**src/rtl/pmr_consts.svh**
```systemverilog
// Register offsets, field positions, reset values and codes of the DMA protected-region gate
`ifndef PMR_CONSTS_SVH
`define PMR_CONSTS_SVH
`define PMR_OFF_ENABLE   12'h064
`define PMR_OFF_LO_BASE  12'h068
`define PMR_OFF_LO_LIM   12'h06c
`define PMR_OFF_HI_BASE  12'h070
`define PMR_OFF_HI_LIM   12'h074
`define PMR_ENABLE_BIT   31
`define PMR_STATUS_BIT   0
`define PMR_RST_ENABLE   1'b0
`define PMR_RST_BOUND    32'h0000_0000
`define PMR_TT_PASS      2'h2
`define PMR_AT_XLATED    2'h2
`define PMR_HI_SHIFT     12
`define PMR_LO_RSVD      20
`endif

```
**src/rtl/pmr_pkg.sv**
```systemverilog
// Types shared by the DMA protected-region gate
package pmr_pkg;
    // Protection status sequencer
    typedef enum logic [1:0] {ST_OFF, ST_DRAIN, ST_ON} gate_state_t;
endpackage

```
**src/rtl/dma_protected_region_gate.sv**
```systemverilog
// Protected memory region enable, status and DMA blocking decision
//
// How it works
// - Enable clear: no region blocking at all
// - Remapping off: block every protected-region hit
// - Pass-through translation type hits are blocked
// - Already-translated address hits are blocked
// - Translated request hits: blocking is selectable
// - Unit's own structure fetches never blocked
// - Status bit reads one while regions active
// - Drain in-flight translated requests before status
// - No region support: enable register read-only
// - Low base reserved bits decode as zero
// - Low limit below base disables region
`include "pmr_consts.svh"
module dma_protected_region_gate import pmr_pkg::*; #(
    parameter int LOW_RSVD     = `PMR_LO_RSVD, // Reserved low bits of low bounds
    parameter bit BLOCK_XLATED = 1'b0,         // Block translated-request hits
    parameter bit SUPPORT_DRAIN = 1'b1         // Wait for drain before status
) (
    input  wire logic        sys_clk,               // Unit clock
    input  wire logic        nrst,                  // Async reset, active low
    input  wire logic [11:0] reg_addr,              // Register byte address
    input  wire logic [31:0] reg_wdata,             // Write data
    input  wire logic        reg_wr,                // Write strobe
    input  wire logic        reg_rd,                // Read strobe
    output logic      [31:0] reg_rdata,             // Read data, cycle after strobe
    input  wire logic        low_region_supported,  // Capability: low region
    input  wire logic        high_region_supported, // Capability: high region
    input  wire logic        remap_enable,          // Address remapping on
    input  wire logic        xlat_inflight,         // Translated requests queued
    input  wire logic        req_valid,             // DMA request present
    input  wire logic [63:0] req_addr,              // DMA target address
    input  wire logic [1:0]  req_tt,                // Context translation type
    input  wire logic [1:0]  req_at,                // Address type field
    input  wire logic        req_self,              // Unit's own structure fetch
    output logic             resp_valid,            // Decision valid
    output logic             resp_block,            // Request blocked
    output logic             protect_status         // Regions active
);
    // Elaboration check: low bounds need reserved bits and field bits
    if (LOW_RSVD < 1 || LOW_RSVD > 31) begin : g_bad_low_rsvd
        $error("LOW_RSVD out of range");
    end

    // Register state
    logic        protect_enable_r;  // Enable bit
    logic [31:0] lo_base_r;         // Low region base
    logic [31:0] lo_lim_r;          // Low region limit
    logic [31:0] hi_base_r;         // High region base, 4 KB units
    logic [31:0] hi_lim_r;          // High region limit, 4 KB units
    gate_state_t state_r;           // Status sequencer
    gate_state_t state_nxt;         // Next sequencer state
    logic [31:0] rdata_r;           // Read data register
    logic        resp_valid_r;      // Decision valid register
    logic        resp_block_r;      // Decision register

    // Address decode
    wire logic sel_en  = (reg_addr == `PMR_OFF_ENABLE);
    wire logic sel_lb  = (reg_addr == `PMR_OFF_LO_BASE);
    wire logic sel_ll  = (reg_addr == `PMR_OFF_LO_LIM);
    wire logic sel_hb  = (reg_addr == `PMR_OFF_HI_BASE);
    wire logic sel_hl  = (reg_addr == `PMR_OFF_HI_LIM);
    wire logic any_sup = low_region_supported | high_region_supported;
    wire logic wr_en   = reg_wr & sel_en & any_sup;
    wire logic wr_lo   = reg_wr & low_region_supported;
    wire logic wr_hi   = reg_wr & high_region_supported;

    // Low bound masks: reserved bits are stored as zero
    wire logic [31:0] lo_mask = ~((32'h0000_0001 << LOW_RSVD) - 32'h0000_0001);

    // Read mux
    wire logic [31:0] rd_val =
        sel_en ? {protect_enable_r, 30'h0000_0000, state_r == ST_ON} :
        sel_lb ? lo_base_r :
        sel_ll ? lo_lim_r :
        sel_hb ? hi_base_r :
        sel_hl ? hi_lim_r : 32'h0000_0000;

    // Enable bit
    always_ff @(posedge sys_clk or negedge nrst) begin
        if (!nrst) begin
            protect_enable_r <= `PMR_RST_ENABLE;
        end else if (wr_en) begin
            protect_enable_r <= reg_wdata[`PMR_ENABLE_BIT];
        end
    end

    // Low region bounds, writable only when supported
    always_ff @(posedge sys_clk or negedge nrst) begin
        if (!nrst) begin
            lo_base_r <= `PMR_RST_BOUND;
            lo_lim_r  <= `PMR_RST_BOUND;
        end else begin
            if (wr_lo && sel_lb) lo_base_r <= reg_wdata & lo_mask;
            if (wr_lo && sel_ll) lo_lim_r  <= reg_wdata & lo_mask;
        end
    end

    // High region bounds, writable only when supported
    always_ff @(posedge sys_clk or negedge nrst) begin
        if (!nrst) begin
            hi_base_r <= `PMR_RST_BOUND;
            hi_lim_r  <= `PMR_RST_BOUND;
        end else begin
            if (wr_hi && sel_hb) hi_base_r <= reg_wdata;
            if (wr_hi && sel_hl) hi_lim_r  <= reg_wdata;
        end
    end

    // Read data, one cycle after the strobe only
    always_ff @(posedge sys_clk or negedge nrst) begin
        if (!nrst) begin
            rdata_r <= 32'h0000_0000;
        end else begin
            rdata_r <= reg_rd ? rd_val : 32'h0000_0000;
        end
    end
    assign reg_rdata = rdata_r;

    // Status sequencer: enable, wait for drain, then report
    always_comb begin
        state_nxt = state_r;
        case (state_r)
            ST_OFF: begin
                if (protect_enable_r) state_nxt = ST_DRAIN;
            end
            ST_DRAIN: begin
                if (!protect_enable_r) begin
                    state_nxt = ST_OFF;
                end else if (!SUPPORT_DRAIN || !xlat_inflight) begin
                    state_nxt = ST_ON;
                end
            end
            ST_ON: begin
                if (!protect_enable_r) state_nxt = ST_OFF;
            end
            default: state_nxt = ST_OFF;
        endcase
    end

    // Sequencer state
    always_ff @(posedge sys_clk or negedge nrst) begin
        if (!nrst) begin
            state_r <= ST_OFF;
        end else begin
            state_r <= state_nxt;
        end
    end
    assign protect_status = (state_r == ST_ON);

    // Region hits
    logic lo_hit;  // Low region hit
    logic hi_hit;  // High region hit
    region_match #(.W(32), .RSV(LOW_RSVD)) u_lo (
        .base  (lo_base_r),
        .limit (lo_lim_r),
        .addr  (req_addr[31:0]),
        .hit   (lo_hit)
    );
    region_match #(.W(32), .RSV(0)) u_hi (
        .base  (hi_base_r),
        .limit (hi_lim_r),
        .addr  (req_addr[`PMR_HI_SHIFT+31:`PMR_HI_SHIFT]),
        .hit   (hi_hit)
    );
    wire logic lo_in  = lo_hit & low_region_supported & (req_addr[63:32] == 32'h0000_0000);
    wire logic hi_in  = hi_hit & high_region_supported & (req_addr[63:44] == 20'h00000);
    wire logic in_reg = lo_in | hi_in;

    // Request class that is subject to blocking
    wire logic cls_pass = (req_tt == `PMR_TT_PASS);
    wire logic cls_at   = (req_at == `PMR_AT_XLATED);
    wire logic cls_blk  = !remap_enable | cls_pass | cls_at | BLOCK_XLATED;
    // Blocking follows the enable bit directly; own fetches exempt
    wire logic blk_now  = req_valid & !req_self & protect_enable_r & in_reg & cls_blk;

    // Registered decision
    always_ff @(posedge sys_clk or negedge nrst) begin
        if (!nrst) begin
            resp_valid_r <= 1'b0;
            resp_block_r <= 1'b0;
        end else begin
            resp_valid_r <= req_valid;
            resp_block_r <= blk_now;
        end
    end
    assign resp_valid = resp_valid_r;
    assign resp_block = resp_block_r;
endmodule

```
**src/rtl/region_match.sv**
```systemverilog
// Address window test of one protected region against base and limit fields
module region_match #(
    parameter int W   = 32,  // Compared address width
    parameter int RSV = 0    // Low bits decoded as zero in base, one in limit
) (
    input  wire logic [W-1:0] base,   // Programmed base
    input  wire logic [W-1:0] limit,  // Programmed limit
    input  wire logic [W-1:0] addr,   // Request address bits
    output wire logic         hit     // Address within an active region
);
    // Elaboration check: at least one compared bit must remain
    if (RSV < 0 || RSV >= W) begin : g_bad_rsv
        $error("region_match: RSV out of range");
    end
    // Only upper fields matter: low bits are zero in base and one in limit
    wire logic [W-1:RSV] base_f  = base[W-1:RSV];
    wire logic [W-1:RSV] limit_f = limit[W-1:RSV];
    wire logic [W-1:RSV] addr_f  = addr[W-1:RSV];
    // Limit below base leaves the region disabled
    wire logic           valid   = (limit_f >= base_f);
    assign hit = valid && (addr_f >= base_f) && (addr_f <= limit_f);
endmodule

```
**config.mk**
```make
export PLATFORM = sky130hd
export DESIGN_NAME = dma_protected_region_gate
export DESIGN_NICKNAME = d
export VERILOG_FILES = /design/src/rtl/pmr_pkg.sv /design/src/rtl/dma_protected_region_gate.sv /design/src/rtl/region_match.sv
export VERILOG_INCLUDE_DIRS = /design/src /design/src/rtl
export SDC_FILE = /design/constraint.sdc
export NUM_CORES = 1
export LEC_CHECK = 0
export ABC_AREA = 1
export BUFFER_PORTS_ARGS = -buffer_cell sky130_fd_sc_hd__buf_2
export CAP_MARGIN = 10
export CORE_UTILIZATION = 40
export DETAILED_ROUTE_END_ITERATION = 8
export SLEW_MARGIN = 5
export SYNTH_ARGS = -nofsm -noshare
export SYNTH_HDL_FRONTEND = slang
export SYNTH_HIERARCHICAL = 1
export SYNTH_SLANG_ARGS = --single-unit
```
**constraint.sdc**
```tcl
create_clock -name sys_clk -period 1.7 [get_ports sys_clk]
set_input_delay 0.085 -clock sys_clk [delete_from_list [all_inputs] [get_ports sys_clk]]
set_output_delay 0.085 -clock sys_clk [all_outputs]
set_load 0.01 [all_outputs]
```
==> flow_summary.yaml <==
timing:
  finalCriticalPeriod_ns: 1.98
  clock.fmax_mhz: 505
  worst_slack_ns: -0.279
  worstMarginPinSlew_ns: 0.580
  max-slew-margin-rel: 0.613
  layout_worst_path_cycle_share: 1.16
  tns_ns: -0.279
  whs_ns: 0.00577
  hold_violations: 0
  setup_viol: 1
  skew_ns: 0.00795
  drv_slew: 0
  grt_setup_unrepaired: "yes"
worst_setup_path:
  arrival_ns: 2.29
  cp-end-kind: "flop"
  worst_ep_required_time_ns: 2.01
  r2r_slack_ns: -0.28
  critPathLaunchType: "flop"
  critical_path_class: "reg2reg"
  worst-path-max-fanout: 3
power_and_ir_drop:
  p_per_area_nw_per_um2: 658
  leakagePower_uw: 0.00626
  ir_drop_mv: 0.561
detailed_routing:
  vias: 8417
  routed.top_layer: "met4"
  wl_met2_mm: 11.9
  wl_mm: 25.3
  drt_pass1_iterations: 5
  ant_nets: 0
  drt-vias-per-instance: 4.83
  m1WireLength_mm: 12.0
  wl_per_cell_um: 14.5
  drc: 0
  wl_met3_mm: 1.17
  drt-initial-drc-count: 505
finish:
  finalNetCount: 1702
  fin_util: 0.540
  syn_to_final_growth_pct: 31.9
  design_area_um2: 11800
  drive_gt1_frac: 0.254
clock_network:
  cts_num_sinks: 125
  cts_buffer_depth: 2
  tritoncts: "done"
  cts-root-buf: "clkbuf_16"
  path_clk_slew_ns: 0.06
  clock_latency_ns: 0.43
  cts_buffers: 17
  htree_levels: 4
global_routing:
  overflow: 0
  grtUsageTotal: 0.236
  antenna_found_initial: 1
  grt_pass1_vias: 8334
  grt_pass1_wl_mm: 41.5
  grt_start_max_net_pins: 65
floorplanning:
  die_h_um: 152
  core-area_um2: 21900
  start_util: 0.409
  io_pins: 157
  rows: 54
  dieArea_um2: 23000
  die_w_um: 152
synthesis:
  syn_nets: 1432
  postSynthCellCount: 1178
  ys_warn_count: 6
  synth.avg_cell_area_um2: 7.60
  netlist_area_um2: 8960
min_path:
  holdCritPathClass: "in2reg"
place:
  place.gp.congestion: 0.884
  io_buffer_count: 144
  post-dp-hpwl_mm: 19.0
  postPlaceCellArea_um2: 10700
  pre_cts_ws_ns: -0.276
run_status:
  failed_checks: "negative setup slack"
  outcome: "finished, violations left"
run:
  max_cap_violations: 0
## path summary, 6_finish.rpt
check / from / to / depth (start not counted)
setup / recovery: hi_lim_r[9]$_DFFE_PN0P_ / resp_block$_DFF_PN0_ / 13
hold / removal: reg_wdata[28] / hi_base_r[28]$_DFFE_PN0P_ / 3
setup reg to reg: hi_lim_r[9]$_DFFE_PN0P_ / resp_block$_DFF_PN0_ / 13
hold reg to reg: state_r[1]$_DFFE_PN0P_ / state_r[0]$_DFFE_PN0P_ / 1
max in group asynchronous: nrst / lo_lim_r[25]$_DFFE_PN0P_ / 3
min in group asynchronous: nrst / reg_rdata[2]$_DFF_PN0_ / 2
## metrics by stage
step | std cells | total power, µW
final | 1742 | 7770
after global placement | 1673 | 3850
after global routing | 1741 | 8060
after detailed placement | 1673 | 3860
after CTS | 1737 | 7800
after floorplan | 1178 | 3460
## routing by layer
layer / GRT usage / up-vias
met5: 0 / -
met4: 0.0663 / 0
met3: 0.0380 / 24
met2: 0.397 / 208
met1: 0.313 / 3860
li1: - / 4325
## sequential cells by signal, summed over array words and instances (netlist names)
name,count
resp_block,1
hi_base_r,32
state_r,2
reg_rdata,32
hi_lim_r,32
lo_lim_r,12
lo_base_r,12
resp_valid,1
protect_enable_r,1
## cell type report
type	instances	area [µm²]
clock inverter	13	163
fill	2147	10100
multi-input combinational	833	5050
antenna	1	2.50
clock buffer	19	453
timing repair buffer	281	1950
tap	280	350
inverter	190	713
sequential	125	3130
## placed cells by master, fill, tap and decap left out, types with 2 or more instances in the layout
cell and instances:
nand4_1 6, clkinvlp_4 3, dfrtp_1 124, o21ai_2 30, inv_1 184, nand2_1 326, ha_4 6, nand3_1 44
nor3_1 2, nor2_1 77, nand2_2 15, o21a_1 6, nand2_4 3, o21ai_1 59, nor2_4 3, buf_4 99
a21oi_1 68, clkinv_2 3, buf_2 143, a21o_1 4, nor2_8 2, dlygate4sd3_1 29, buf_12 10, nor4_1 7
a21oi_2 5, nor2_2 11, inv_6 3, bufinv_16 3, ha_1 126, o21ai_0 23, inv_2 6, clkbuf_8 2
clkbuf_16 17
## where the power goes
group / switching (µW) / internal, µW
Sequential: 21.4 / 3000
Combinational: 493 / 366
Clock: 1490 / 2390
## worst max-delay path, cell delays in order, from the launching register on
cell,delay (ns)
dfrtp_1,0.37
inv_1,0.06
ha_1,0.29
nand4_1,0.19
nor3_2,0.24
buf_4,0.17
nand2_2,0.05
nand2_2,0.06
nand2_2,0.06
a21oi_2,0.11
nor2_1,0.05
nand2_1,0.05
o21a_1,0.11
nor2_1,0.04
## timing repair
| action | 4_1_cts | 5_1_grt |
|---|---|---|
| buffers inserted | 3 | 4 |
| hold buffers | 29 | 0 |
| endpoints found under the setup margin | 1 | 4 |
| gates resized for setup | 15 | 15 |
| cloned | 0 | 0 |
| endpoints found under the hold margin | 179 | 0 |
| pin swaps | 15 | 12 |
No activity file was read; power rests on OpenSTA's default activity.
